`src/rtl/mem_consts.vh`:
```
// Constants shared by the motion event manager design files
// How it works
// - Two timers, three compare, capture, decoder, interrupts
// - Timer mode is a two-bit field
// - No single up or up/down counting modes
// - No cascaded 32-bit timer mode exists
// - Directional counting reverses at period, ffff, 0000
// - Third capture event can start converter
// - Captures use timer 2 or timer 1
// - Capture flag sets only if queue nonempty
// - Queue status writable; bits 5-0 reserved
// - Each queue entry readable on its own
// - Quadrature decoder clocks timer 2 only
// - Compare units run PWM mode only
// - Dead-band counter 4 bits, prescaler 5 bits
// - Prescale selects at control bits 2..4
// - Bits of removed functions are reserved
// - One request line, enable per flag
// - Flag clears only on write of one
// - Reading vector id leaves flags alone
// - Drive fault interrupt enabled after reset
// - One write fully sets compare control
// - Fault low sets flag, tristates outputs when fault unmasked
// - Undefined registers and bits read zero
// - Decode low six address bits in frame
// - Request raised when flag and mask set
`ifndef MEM_CONSTS_VH
`define MEM_CONSTS_VH
// ----------------------------------------
// Register offsets (low six address bits)
// ----------------------------------------
`define MEM_A_TCON 6'h00
`define MEM_A_T1CNT 6'h01
`define MEM_A_T1CMP 6'h02
`define MEM_A_T1PR 6'h03
`define MEM_A_T1CTL 6'h04
`define MEM_A_T2CNT 6'h05
`define MEM_A_T2CMP 6'h06
`define MEM_A_T2PR 6'h07
`define MEM_A_T2CTL 6'h08
`define MEM_A_CMPCTL 6'h11
`define MEM_A_CMP1 6'h17
`define MEM_A_CMP2 6'h18
`define MEM_A_CMP3 6'h19
`define MEM_A_DBCTL 6'h15
`define MEM_A_CAPCTL 6'h20
`define MEM_A_CAPQ 6'h22
`define MEM_A_CAPE0 6'h23
`define MEM_A_CAPE1 6'h24
`define MEM_A_IFLAG 6'h2f
`define MEM_A_IMASK 6'h2c
// ----------------------------------------
// Field positions and reset values
// ----------------------------------------
`define MEM_MODE_STOP 2'h0
`define MEM_MODE_CONT_UP 2'h1
`define MEM_MODE_CONT_UD 2'h2
`define MEM_MODE_DIR_UD 2'h3
`define MEM_T_MODE_LSB 11
`define MEM_T_EN_BIT 6
`define MEM_T_QEP_BIT 4
`define MEM_DB_PS_LSB 2
`define MEM_DB_CNT_LSB 8
`define MEM_CMP_EN_BIT 15
`define MEM_CAP_TB_BIT 0
`define MEM_CAP_ADC_BIT 1
`define MEM_FLAG_FAULT 0
`define MEM_FLAG_CAP0 5
`define MEM_IMASK_RST 8'h01
`define MEM_FAULT_CYC 2
`endif

```
`src/rtl/mem_capture_queue.v`:
```
// Two-entry capture queue for one capture input
`timescale 1ns/1ps
`default_nettype none
module mem_capture_queue #(
  parameter W = 16
) (
  input wire clk,
  input wire rst,
  input wire cap_evt,
  input wire [W-1:0] stamp,
  input wire pop,
  input wire st_we,
  input wire [1:0] st_wdata,
  output reg [1:0] status_reg,
  output reg [W-1:0] ent0_reg,
  output reg [W-1:0] ent1_reg,
  output reg flag_set
);
  // ----------------------------------------
  // Queue storage
  // ----------------------------------------
  // Store in arrival order, newest drops oldest when full
  always @(posedge clk) begin
    if (rst) begin
      status_reg <= 2'h0;
      ent0_reg <= {W{1'b0}};
      ent1_reg <= {W{1'b0}};
      flag_set <= 1'b0;
    end else begin
      flag_set <= cap_evt && (status_reg != 2'h0);
      if (cap_evt) begin
        case (status_reg)
          2'h0: begin
            ent0_reg <= stamp;
            status_reg <= 2'h1;
          end
          2'h1: begin
            ent1_reg <= stamp;
            status_reg <= 2'h2;
          end
          default: begin
            ent0_reg <= ent1_reg;
            ent1_reg <= stamp;
            status_reg <= 2'h3;
          end
        endcase
      end else if (st_we) begin
        status_reg <= st_wdata;
      end else if (pop && status_reg != 2'h0) begin
        ent0_reg <= ent1_reg;
        status_reg <= (status_reg == 2'h1) ? 2'h0 : 2'h1;
      end
    end
  end
endmodule // mem_capture_queue
`default_nettype wire

```
`src/rtl/mem_top.v`:
```
// Motion event manager: timers, PWM compare, capture, decoder, flags
`timescale 1ns/1ps
`default_nettype none
`include "mem_consts.vh"
module mem_top #(
  parameter W = 16
) (
  input wire clk,
  input wire rst,
  input wire sel,
  input wire [5:0] addr,
  input wire wr,
  input wire rd,
  input wire [15:0] wdata,
  output reg [15:0] rdata_reg,
  input wire [2:0] cap_pin,
  input wire drive_fault_input_n,
  input wire tdir_pin,
  output reg [5:0] pwm_out_reg,
  output reg [5:0] pwm_oe_reg,
  output reg [1:0] tcmp_out_reg,
  output reg [1:0] tcmp_oe_reg,
  output reg irq_reg,
  output reg adc_start_reg
);
  // ----------------------------------------
  // Pin synchronisers (three stages)
  // ----------------------------------------
  reg [3:0] s1_reg, s2_reg, s3_reg;
  wire [3:0] pin_in = {drive_fault_input_n, cap_pin};
  always @(posedge clk) begin
    if (rst) begin
      s1_reg <= 4'hf;
      s2_reg <= 4'hf;
      s3_reg <= 4'hf;
    end else begin
      s1_reg <= pin_in;
      s2_reg <= s1_reg;
      s3_reg <= s2_reg;
    end
  end
  reg [3:0] q_reg; // Qualified levels
  reg [3:0] qd_reg;
  reg tdir_s1_reg, tdir_s2_reg, tdir_s3_reg, tdir_q_reg;
  always @(posedge clk) begin
    if (rst) begin
      q_reg <= 4'hf;
      qd_reg <= 4'hf;
      tdir_s1_reg <= 1'b0;
      tdir_s2_reg <= 1'b0;
      tdir_s3_reg <= 1'b0;
      tdir_q_reg <= 1'b0;
    end else begin
      q_reg <= (s2_reg & s3_reg) | (q_reg & (s2_reg ^ s3_reg));
      qd_reg <= q_reg;
      tdir_s1_reg <= tdir_pin;
      tdir_s2_reg <= tdir_s1_reg;
      tdir_s3_reg <= tdir_s2_reg;
      if (tdir_s2_reg == tdir_s3_reg)
        tdir_q_reg <= tdir_s3_reg;
    end
  end
  wire [2:0] cap_rise = q_reg[2:0] & ~qd_reg[2:0];
  wire fault_fall = ~q_reg[3] & qd_reg[3];

  // ----------------------------------------
  // Register write strobes
  // ----------------------------------------
  wire we = sel && wr;
  reg [15:0] tcon_reg;
  reg [15:0] tctl_reg [0:1];
  reg [15:0] tper_reg [0:1];
  reg [15:0] tcmp_reg [0:1];
  reg [15:0] tcnt_reg [0:1];
  reg tup_reg [0:1];
  reg [15:0] cmpctl_reg;
  reg [15:0] cmpv_reg [0:2];
  reg [7:0] dbctl_reg;
  reg [1:0] capctl_reg;
  reg [7:0] iflag_reg;
  reg [7:0] imask_reg;
  reg [15:0] qcnt_reg;
  reg [1:0] qprev_reg;

  // Configuration registers; one write sets compare control fully
  always @(posedge clk) begin
    if (rst) begin
      tcon_reg <= 16'h0000;
      cmpctl_reg <= 16'h0000;
      dbctl_reg <= 8'h00;
      capctl_reg <= 2'h0;
      imask_reg <= `MEM_IMASK_RST;
    end else if (we) begin
      if (addr == `MEM_A_TCON) tcon_reg <= wdata;
      else if (addr == `MEM_A_CMPCTL) cmpctl_reg <= wdata;
      else if (addr == `MEM_A_DBCTL) dbctl_reg <= {wdata[11:8], wdata[4:2], 1'b0};
      else if (addr == `MEM_A_CAPCTL) capctl_reg <= wdata[1:0];
      else if (addr == `MEM_A_IMASK) imask_reg <= wdata[7:0];
    end
  end

  // ----------------------------------------
  // Two general purpose timers
  // ----------------------------------------
  genvar t;
  generate
    for (t = 0; t < 2; t = t + 1) begin : g_tmr
      wire [5:0] a_cnt = (t == 0) ? `MEM_A_T1CNT : `MEM_A_T2CNT;
      wire [1:0] mode = tctl_reg[t][`MEM_T_MODE_LSB+1:`MEM_T_MODE_LSB];
      wire run = tctl_reg[t][`MEM_T_EN_BIT];
      // Decoder clocks timer 2 only; timer 1 runs on device clock
      wire quadrature_decoder = (t == 1) && tctl_reg[t][`MEM_T_QEP_BIT];
      wire step = quadrature_decoder ? (q_reg[0] != qd_reg[0]) : 1'b1;
      wire dir_up = quadrature_decoder ? (q_reg[0] ^ qd_reg[1]) : tdir_q_reg;
      wire at_top = (tcnt_reg[t] == tper_reg[t]) || (tcnt_reg[t] == 16'hffff);
      wire at_bot = (tcnt_reg[t] == 16'h0000);
      always @(posedge clk) begin
        if (rst) begin
          tctl_reg[t] <= 16'h0000;
          tper_reg[t] <= 16'h0000;
          tcmp_reg[t] <= 16'h0000;
          tcnt_reg[t] <= 16'h0000;
          tup_reg[t] <= 1'b1;
        end else if (we && addr == a_cnt) begin
          tcnt_reg[t] <= wdata;
        end else begin
          if (we && addr == a_cnt + 6'h1) tcmp_reg[t] <= wdata;
          if (we && addr == a_cnt + 6'h2) tper_reg[t] <= wdata;
          // Bit 13 (old third mode bit) reserved
          if (we && addr == a_cnt + 6'h3) tctl_reg[t] <= wdata & 16'hdfff;
          if (run && step) begin
            case (mode)
              `MEM_MODE_CONT_UP: tcnt_reg[t] <= at_top ? 16'h0000 : tcnt_reg[t] + 16'h1;
              `MEM_MODE_CONT_UD, `MEM_MODE_DIR_UD: begin
                // Reverse at end points rather than hold
                if (mode == `MEM_MODE_DIR_UD && !quadrature_decoder && tup_reg[t] != dir_up)
                  tup_reg[t] <= dir_up;
                else if (tup_reg[t] && at_top) begin
                  tup_reg[t] <= 1'b0;
                  tcnt_reg[t] <= tcnt_reg[t] - 16'h1;
                end else if (!tup_reg[t] && at_bot) begin
                  tup_reg[t] <= 1'b1;
                  tcnt_reg[t] <= tcnt_reg[t] + 16'h1;
                end else if (quadrature_decoder && (mode == `MEM_MODE_DIR_UD))
                  tcnt_reg[t] <= dir_up ? tcnt_reg[t] + 16'h1 : tcnt_reg[t] - 16'h1;
                else
                  tcnt_reg[t] <= tup_reg[t] ? tcnt_reg[t] + 16'h1 : tcnt_reg[t] - 16'h1;
              end
              default: tcnt_reg[t] <= tcnt_reg[t];
            endcase
          end
        end
      end
    end
  endgenerate
  // Two separate 16-bit timers, never chained

  // ----------------------------------------
  // PWM compare units with dead band
  // ----------------------------------------
  reg [4:0] ps_cnt_reg;
  wire [2:0] ps_sel = dbctl_reg[3:1];
  wire [5:0] ps_div = 6'h01 << ps_sel;
  // Unused select codes fall back to the slowest ratio
  wire ps_tick = ({1'b0, ps_cnt_reg} == ps_div - 6'h1) || (ps_div == 6'h00 && ps_cnt_reg == 5'h1f);
  always @(posedge clk) begin
    if (rst)
      ps_cnt_reg <= 5'h00;
    else
      ps_cnt_reg <= ps_tick ? 5'h00 : ps_cnt_reg + 5'h1;
  end
  wire [3:0] db_period = dbctl_reg[7:4];
  wire [5:0] pwm_raw;
  genvar c;
  generate
    for (c = 0; c < 3; c = c + 1) begin : g_cmp
      reg [3:0] db_cnt_reg;
      reg lvl_reg;
      wire lvl = cmpctl_reg[`MEM_CMP_EN_BIT] && (tcnt_reg[0] < cmpv_reg[c]);
      always @(posedge clk) begin
        if (rst) begin
          cmpv_reg[c] <= 16'h0000;
          db_cnt_reg <= 4'h0;
          lvl_reg <= 1'b0;
        end else begin
          if (we && addr == `MEM_A_CMP1 + c) cmpv_reg[c] <= wdata;
          lvl_reg <= lvl;
          if (lvl != lvl_reg)
            db_cnt_reg <= db_period;
          else if (ps_tick && db_cnt_reg != 4'h0)
            db_cnt_reg <= db_cnt_reg - 4'h1;
        end
      end
      // Pair outputs, both off while the dead band runs
      assign pwm_raw[2*c] = lvl_reg && (db_cnt_reg == 4'h0);
      assign pwm_raw[2*c+1] = !lvl_reg && (db_cnt_reg == 4'h0);
    end
  endgenerate

  // ----------------------------------------
  // Capture units and queues
  // ----------------------------------------
  wire [15:0] tbase = capctl_reg[`MEM_CAP_TB_BIT] ? tcnt_reg[0] : tcnt_reg[1];
  wire [1:0] qst [0:2];
  wire [15:0] qe0 [0:2];
  wire [15:0] qe1 [0:2];
  wire [2:0] qflag;
  genvar k;
  generate
    for (k = 0; k < 3; k = k + 1) begin : g_cap
      mem_capture_queue #(.W(16)) u_q (
        .clk(clk),
        .rst(rst),
        .cap_evt(cap_rise[k]),
        .stamp(tbase),
        .pop(sel && rd && addr == `MEM_A_CAPE0 + 2 * k),
        .st_we(we && addr == `MEM_A_CAPQ),
        .st_wdata(wdata[2*k+7:2*k+6]),
        .status_reg(qst[k]),
        .ent0_reg(qe0[k]),
        .ent1_reg(qe1[k]),
        .flag_set(qflag[k])
      );
    end
  endgenerate

  // ----------------------------------------
  // Flags, request and outputs
  // ----------------------------------------
  wire [7:0] fl_set = {qflag, 4'h0, fault_fall}; // Capture flags at bits 5..7
  wire [7:0] fl_clr = (we && addr == `MEM_A_IFLAG) ? wdata[7:0] : 8'h00;
  always @(posedge clk) begin
    if (rst) begin
      iflag_reg <= 8'h00;
      irq_reg <= 1'b0;
      adc_start_reg <= 1'b0;
      pwm_out_reg <= 6'h00;
      pwm_oe_reg <= 6'h00;
      tcmp_out_reg <= 2'h0;
      tcmp_oe_reg <= 2'h0;
    end else begin
      iflag_reg <= (iflag_reg & ~fl_clr) | fl_set;
      irq_reg <= |(iflag_reg & imask_reg);
      adc_start_reg <= cap_rise[2] && capctl_reg[`MEM_CAP_ADC_BIT];
      pwm_out_reg <= pwm_raw;
      tcmp_out_reg <= {tcnt_reg[1] < tcmp_reg[1], tcnt_reg[0] < tcmp_reg[0]};
      // Fault pin low or latched flag tristates everything when unmasked
      if (imask_reg[`MEM_FLAG_FAULT] && (!s2_reg[3] || iflag_reg[`MEM_FLAG_FAULT])) begin
        pwm_oe_reg <= 6'h00;
        tcmp_oe_reg <= 2'h0;
      end else begin
        pwm_oe_reg <= {6{cmpctl_reg[`MEM_CMP_EN_BIT]}};
        tcmp_oe_reg <= {tctl_reg[1][1], tctl_reg[0][1]};
      end
    end
  end

  // Read mux; vector reads never touch flags
  always @(posedge clk) begin
    if (rst)
      rdata_reg <= 16'h0000;
    else if (sel && rd) begin
      if (addr == `MEM_A_TCON) rdata_reg <= tcon_reg;
      else if (addr == `MEM_A_T1CNT) rdata_reg <= tcnt_reg[0];
      else if (addr == `MEM_A_T1CMP) rdata_reg <= tcmp_reg[0];
      else if (addr == `MEM_A_T1PR) rdata_reg <= tper_reg[0];
      else if (addr == `MEM_A_T1CTL) rdata_reg <= tctl_reg[0];
      else if (addr == `MEM_A_T2CNT) rdata_reg <= tcnt_reg[1];
      else if (addr == `MEM_A_T2CMP) rdata_reg <= tcmp_reg[1];
      else if (addr == `MEM_A_T2PR) rdata_reg <= tper_reg[1];
      else if (addr == `MEM_A_T2CTL) rdata_reg <= tctl_reg[1];
      else if (addr == `MEM_A_CMPCTL) rdata_reg <= cmpctl_reg;
      else if (addr == `MEM_A_DBCTL) rdata_reg <= {4'h0, dbctl_reg[7:4], 3'h0, dbctl_reg[3:2], dbctl_reg[1], 2'h0};
      else if (addr == `MEM_A_CMP1) rdata_reg <= cmpv_reg[0];
      else if (addr == `MEM_A_CMP2) rdata_reg <= cmpv_reg[1];
      else if (addr == `MEM_A_CMP3) rdata_reg <= cmpv_reg[2];
      else if (addr == `MEM_A_CAPCTL) rdata_reg <= {14'h0000, capctl_reg};
      else if (addr == `MEM_A_CAPQ) rdata_reg <= {4'h0, qst[2], qst[1], qst[0], 6'h00};
      else if (addr == `MEM_A_CAPE0) rdata_reg <= qe0[0];
      else if (addr == `MEM_A_CAPE0 + 6'h1) rdata_reg <= qe1[0];
      else if (addr == `MEM_A_CAPE0 + 6'h2) rdata_reg <= qe0[1];
      else if (addr == `MEM_A_CAPE0 + 6'h3) rdata_reg <= qe1[1];
      else if (addr == `MEM_A_CAPE0 + 6'h4) rdata_reg <= qe0[2];
      else if (addr == `MEM_A_CAPE0 + 6'h5) rdata_reg <= qe1[2];
      else if (addr == `MEM_A_IFLAG) rdata_reg <= {8'h00, iflag_reg};
      else if (addr == `MEM_A_IMASK) rdata_reg <= {8'h00, imask_reg};
      else rdata_reg <= 16'h0000;
    end
  end
  // Device-wide block list
endmodule // mem_top
`default_nettype wire

```
`config.mk`:
```
export PLATFORM = sky130hd
export DESIGN_NAME = mem_top
export DESIGN_NICKNAME = d
export VERILOG_FILES = /design/src/rtl/mem_capture_queue.v /design/src/rtl/mem_top.v
export VERILOG_INCLUDE_DIRS = /design/src /design/src/rtl
export SDC_FILE = /design/constraint.sdc
export NUM_CORES = 1
export LEC_CHECK = 0
export BUFFER_PORTS_ARGS = -buffer_cell sky130_fd_sc_hd__clkbuf_2
export CORE_ASPECT_RATIO = 2
export CORE_MARGIN = 2
export CORE_UTILIZATION = 58
export DETAILED_ROUTE_END_ITERATION = 12
export GPL_TIMING_DRIVEN = 0
export PLACE_DENSITY = 0.72
export REMOVE_ABC_BUFFERS = 1
export SYNTH_ARGS = -nofsm -noshare
export SYNTH_HDL_FRONTEND = slang
export SYNTH_HIERARCHICAL = 1
export SYNTH_SLANG_ARGS = --single-unit
```
`constraint.sdc`:
```
create_clock -name clk -period 5.2 [get_ports clk]
set_input_delay 1.3 -clock clk [delete_from_list [all_inputs] [get_ports clk]]
set_output_delay 1.3 -clock clk [all_outputs]
set_load 0.02 [all_outputs]
```
Yosys cells after proc, flatten, opt, wreduce, memory -nomap -nowiden
Memory sizes are Yosys's and may differ from the RTL's.
Cells that the tools add are included.
{"block": "op_classes", "eq_ne": 51, "n_lt_le_gt_ge": 5, "shifts": 1, "add_sub_neg": 9, "n_reduce_logical": 102, "bitwise": 48, "div_mod_pow": 0, "n_mul": 0, "n_mux": 223}
{"op": "2-to-1 mux 16 bit", "n": 57}
{"op": "2-to-1 mux 1 bit", "n": 140}
{"op": "one-hot mux 16 bit (2 select lines)", "n": 3}
{"op": "less-than comparator 16 bit", "n": 5}
{"op": "== test 6 bit, second input constant", "n": 10}
{"op": "logical AND 1 bit", "n": 48}
{"op": "adder 16 x 1 -> 16 bit, second input constant", "n": 2}
{"op": "== test 16 bit", "n": 2}
{"op": "== test 16 bit, second input constant", "n": 2}
{"op": "zero test 16 bit", "n": 2}
{"op": "subtractor 16 x 1 -> 16 bit, second input constant", "n": 2}
{"op": "== test 6 x 5 -> 1 bit, second input constant", "n": 5}
{"op": "2-to-1 mux 15 bit", "n": 2}
{"op": "OR 1 bit", "n": 28}
{"op": "== test 6 x 3 -> 1 bit, second input constant", "n": 4}
{"op": "2-to-1 mux 4 bit", "n": 6}
{"op": "2-to-1 mux 8 bit", "n": 3}
{"op": "2-to-1 mux 2 bit", "n": 9}
{"op": "nonzero test 2 bit", "n": 9}
{"op": "AND 8 bit", "n": 2}
{"op": "== test 6 x 2 -> 1 bit, second input constant", "n": 2}
{"op": "zero test 4 bit", "n": 3}
{"op": "zero test 6 bit", "n": 2}
{"op": "inequality test 2 bit, second input constant", "n": 6}
{"op": "other kinds (36)", "n": 85}
{"block": "word_totals", "inputBits": 32, "reg_bits": 235, "latch_bits": 0, "word_cells": 486, "ram_bits": 176, "rom_bits": 0, "out_inout_bits": 34, "n_memories": 6}
{"memory": "cmpv_reg", "depth": 3, "width": 16, "rd": 3, "rd_ports_with_merged_regs": 0, "wr": 3, "line": "mem_top.v:77", "source": "reg [15:0] cmpv_reg [0:2];"}
{"memory": "tcmp_reg", "depth": 2, "width": 16, "rd": 2, "rd_ports_with_merged_regs": 0, "wr": 2, "line": "mem_top.v:73", "source": "reg [15:0] tcmp_reg [0:1];"}
{"memory": "tcnt_reg", "depth": 2, "width": 16, "rd": 2, "rd_ports_with_merged_regs": 0, "wr": 2, "line": "mem_top.v:74", "source": "reg [15:0] tcnt_reg [0:1];"}
{"memory": "tper_reg", "depth": 2, "width": 16, "rd": 2, "rd_ports_with_merged_regs": 0, "wr": 2, "line": "mem_top.v:72", "source": "reg [15:0] tper_reg [0:1];"}
{"memory": "tctl_reg", "depth": 2, "width": 15, "rd": 2, "rd_ports_with_merged_regs": 0, "wr": 2, "line": "mem_top.v:71", "source": "reg [15:0] tctl_reg [0:1];"}
{"memory": "tup_reg", "depth": 2, "width": 1, "rd": 2, "rd_ports_with_merged_regs": 0, "wr": 2, "line": "mem_top.v:75", "source": "reg tup_reg [0:1];"}

Depth between registers and ports, before layout
{"block": "logic_depth", "word_depth": 25, "mapped_depth": 11, "mapped_depth_nobuf": 9}

Modules after synthesis
The synthesis kept the hierarchy.
{"module": "mem_top", "seq_area_each_um2": 7877.6, "area_per_inst_um2": 19982.9, "n_inst": 1, "cells_per_inst": 2251}
{"module": "mem_capture_queue", "seq_area_each_um2": 700.7, "area_per_inst_um2": 1644.1, "n_inst": 3, "cells_per_inst": 182}

Worst setup path before layout
No wires, ideal clock.
{"block": "synth_path", "path_kind": "input to register", "start": "in addr[3]", "end": "mem tcmp_reg[1][0], enable pin", "cell_stages": 5, "t_required_ns": 4.786, "arrival_time_ns": 3.681, "setup_ns": 0.414, "path_slack_ns": 1.104, "n_path_buf": 3, "cell_sequence": "or4b_1 -> clkbuf_1 -> clkbuf_1 -> clkbuf_1 -> o31ai_1"}
{"element": "start: declaration", "line": "mem_top.v:11", "source": "input wire [5:0] addr,"}
{"element": "end: declaration", "line": "mem_top.v:73"}

==> results.md <==
* Vias per cell at 7.07
* Period utilization at around 100%
* Total track usage at approximately 44%
* Critical Path AT at roughly 5.5 ns
* Cell Area, Synth at ~25000 um2
* DRC errors left at 0
* Skew final at 0.0220 ns
* Final wirelength at between 90 and 100 mm
* Ys async rst share at 0%
* Top_reg_cell synth: dfxtp_1
* Failing checks: capacitance limit, slew limit
* Power Dens Cells at ~300 nW/um2
* Crit-path max FO at about 130
* DR pass1 iterations at 8
* First-pass GRT wire length at 146 mm
* Status: complete, but fails checks
* Count of final setup violators at 0
* Final ANT Viol Nets at 0
* H-tree Lvls at 2
* Cells after Synth at 2797
* Initial antenna violation count at 11
* Pleak at between 9 and 10 nW
* Overall power at around 8.0 mW
* Std-Cell Rows at roughly 110
* XOR/XNOR share of the synthesized area at between 3 and 4%
* Seq cells post-synth at 411
* Final Max Tran Viols at 17
* Die Span X at ~150 um
* CTS tree: done
* CTS Buffer Depth at 3
* Worst setup margin at roughly 0.14 ns
* Tightest Pin Transition at between 1.5 and 2 ns
* Die Ht at 297 um
* VDD IR max at 0.000300 V
* Synth Area in Compound Gates at 19.5%
* Avg Cell Area, Syn at 8.91 um2
* HPWL Detailed at between 60 and 70 mm
* Clock latency at the later pin of the worst-skew pair at 0.57 ns
* WHS at 0.406 ns
* RSZ-0062 raised after global routing: false
* Core box area at 42400 um2
* Buffers on Ports at 65
* Hold WC Path Type: flip-flop to flip-flop
* Synth warnings at 6
* # fillers at roughly 3600
* Die area at between 40000 and 50000 um2
* CTS Root Cell: clkbuf_16
* Simple-Gate Fraction of Synth Area at around a fifth
* CP required at ~5.6 ns
* Pre-CTS setup slack at -0.441 ns
* Sequential-to-total area share from yosys stat at between 40% and 50%
* Crit path capture type: flip-flop
* Largest net degree at the start of global routing at ~140
* Mux cell area share after synthesis at roughly 5.8%
* Dpl cell area at between 20000 and 30000 um2
* CTS Buf Count at 39
* Max_cap viols at 1
* Initial Util at between 50% and 60%
* Largest family of logic cells by synthesized area: simple AND/OR/NAND/NOR gates
* Fmax at 0.197 GHz
* Layout cells sized above 1 at 10.0%
* Post-CTS Setup Inserts at 0
* Netlist cell types at 90
* Crit start category: input pin
* Vias in the first global route at roughly 22000
* Final instance area at 26700 um2
* Adder-cell share of the synthesized area at about 4.6%
* Final GP Congestion at ~1.1
* Avg WL per Cell at ~30 um
* P&R area growth vs syn at 7.10%
* Number of synthesized flops with an enable pin at 175
* Worst-path clk slew at around 0.070 ns
* Fin crit period at 5.06 ns
* Slew HR at -1.04%
* Final hold violations at 0
* R2R setup slack at 1.18 ns
* Iter 0 DRT Violations at ~2700
* Total clock sinks at a little over 400
* Vias at around 23000
* WS Path Type: input pin to flip-flop
* Global route overflow at 0
* I/O pin cnt at 66
* Layout Nets at 2824
==> cells in the mapped netlist (23+ instances only) <==
| cell | count | area (um2) |
|---|---|---|
| edfxtp_1 | 175 | 5260 |
| a22oi_1 | 45 | 338 |
| mux2_2 | 26 | 293 |
| a21oi_1 | 213 | 1070 |
| nor2_1 | 133 | 499 |
| xor2_1 | 27 | 236 |
| clkbuf_1 | 149 | 559 |
| nand3_1 | 59 | 295 |
| a21o_1 | 27 | 203 |
| mux2i_1 | 113 | 1130 |
| xnor2_1 | 73 | 639 |
| nand2_1 | 319 | 1200 |
| nand4_1 | 36 | 225 |
| or2_2 | 23 | 144 |
| a211oi_1 | 27 | 203 |
| o21ai_0 | 93 | 465 |
| nor2b_1 | 31 | 194 |
| ha_1 | 92 | 1150 |
| a2111oi_2 | 30 | 450 |
| a2111oi_0 | 26 | 228 |
| and2_1 | 163 | 1020 |
| dfxtp_1 | 236 | 4720 |
| buf_2 | 40 | 200 |
| inv_1 | 118 | 443 |
| o22ai_1 | 31 | 194 |
| nor3_1 | 144 | 721 |
==> cells by family (layout without fill, tap and decap cells) <==
kind of cell	Yosys count	in the layout
AO/OA/AOI/OAI	695	695
XOR/XNOR	103	103
adder cells (fa/ha/maj)	92	92
buffers and inverters	347	280
flip-flops	411	411
multiplexers	140	140
other	0	4
AND/OR/NAND/NOR	1009	1009
==> stage by stage <==
| stage | instances | setup TNS, ns | utilization [%] |
|---|---|---|---|
| after global routing | 3275 | 0 | 62.8 |
| after CTS | 3275 | 0 | 62.8 |
| after global placement | 3178 | -1521.71 | 58.6 |
| final | 3279 | 0 | 62.9 |
| after detailed placement | 3204 | -14.49 | 59.8 |
| after floorplan | 2568 | 0 | - |
==> area by class of cell <==
class                      instances  area, um2  area share, %
sequential                       411       9980           37.4
inverter                         118        443           1.66
clock inverter                    12        106          0.399
antenna                            4       10.0         0.0375
multi-input combinational       2039      13600           51.0
tap                              545        682           2.56
clock buffer                      59       1180           4.41
timing repair buffer              91        688           2.58
==> metal layers <==
metal	GRT usage [%]	part of all wire, %	vias up
li1	-	-	9984
met1	47.8	32	10900
met2	69.2	46	1645
met3	11.9	10	604
met4	40.8	12	12
met5	0	0.080	-
==> where the power goes <==
part / internal [mW] / total [mW] / leakage [nW] / switching, mW
clock: 1.63 / 2.96 / 0.640 / 1.33
sequential: 3.52 / 3.78 / 3.60 / 0.263
combinational: 0.448 / 1.26 / 5.48 / 0.813
==> layout by cell type, fill, tap and decap left out, types with 86 or more instances in the layout <==
cell	instances
mux2i_1	113
o21ai_0	86
ha_1	92
nor2_1	133
and2_1	163
inv_1	117
a21oi_1	213
nand2_1	319
nor3_1	141
edfxtp_1	175
dfxtp_1	236
==> final timing paths <==
path / endpoint / depth (start not counted) / start
setup / recovery: tcnt_reg[1][15] / 9 / rst
hold / removal: s2_reg[3] / 1 / s1_reg[3]
setup reg to reg: tcnt_reg[1][15] / 8 / q_reg[0]
hold reg to reg: s2_reg[3] / 1 / s1_reg[3]
==> worst max-delay path, stage by stage <==
cell,delay (ns)
clkbuf_8,0.35
buf_16,0.36
inv_2,0.86
o2111a_1,0.39
nand4b_1,0.63
o21ai_0,0.73
inv_1,0.23
a2bb2oi_1,0.20
o21ai_0,0.17
==> timing repair <==
action,4_1_cts,5_1_grt
endpoints found under the setup margin,0,15
resized for setup,0,2
hold buffers,0,0
No activity file was read; power rests on OpenSTA's default activity.
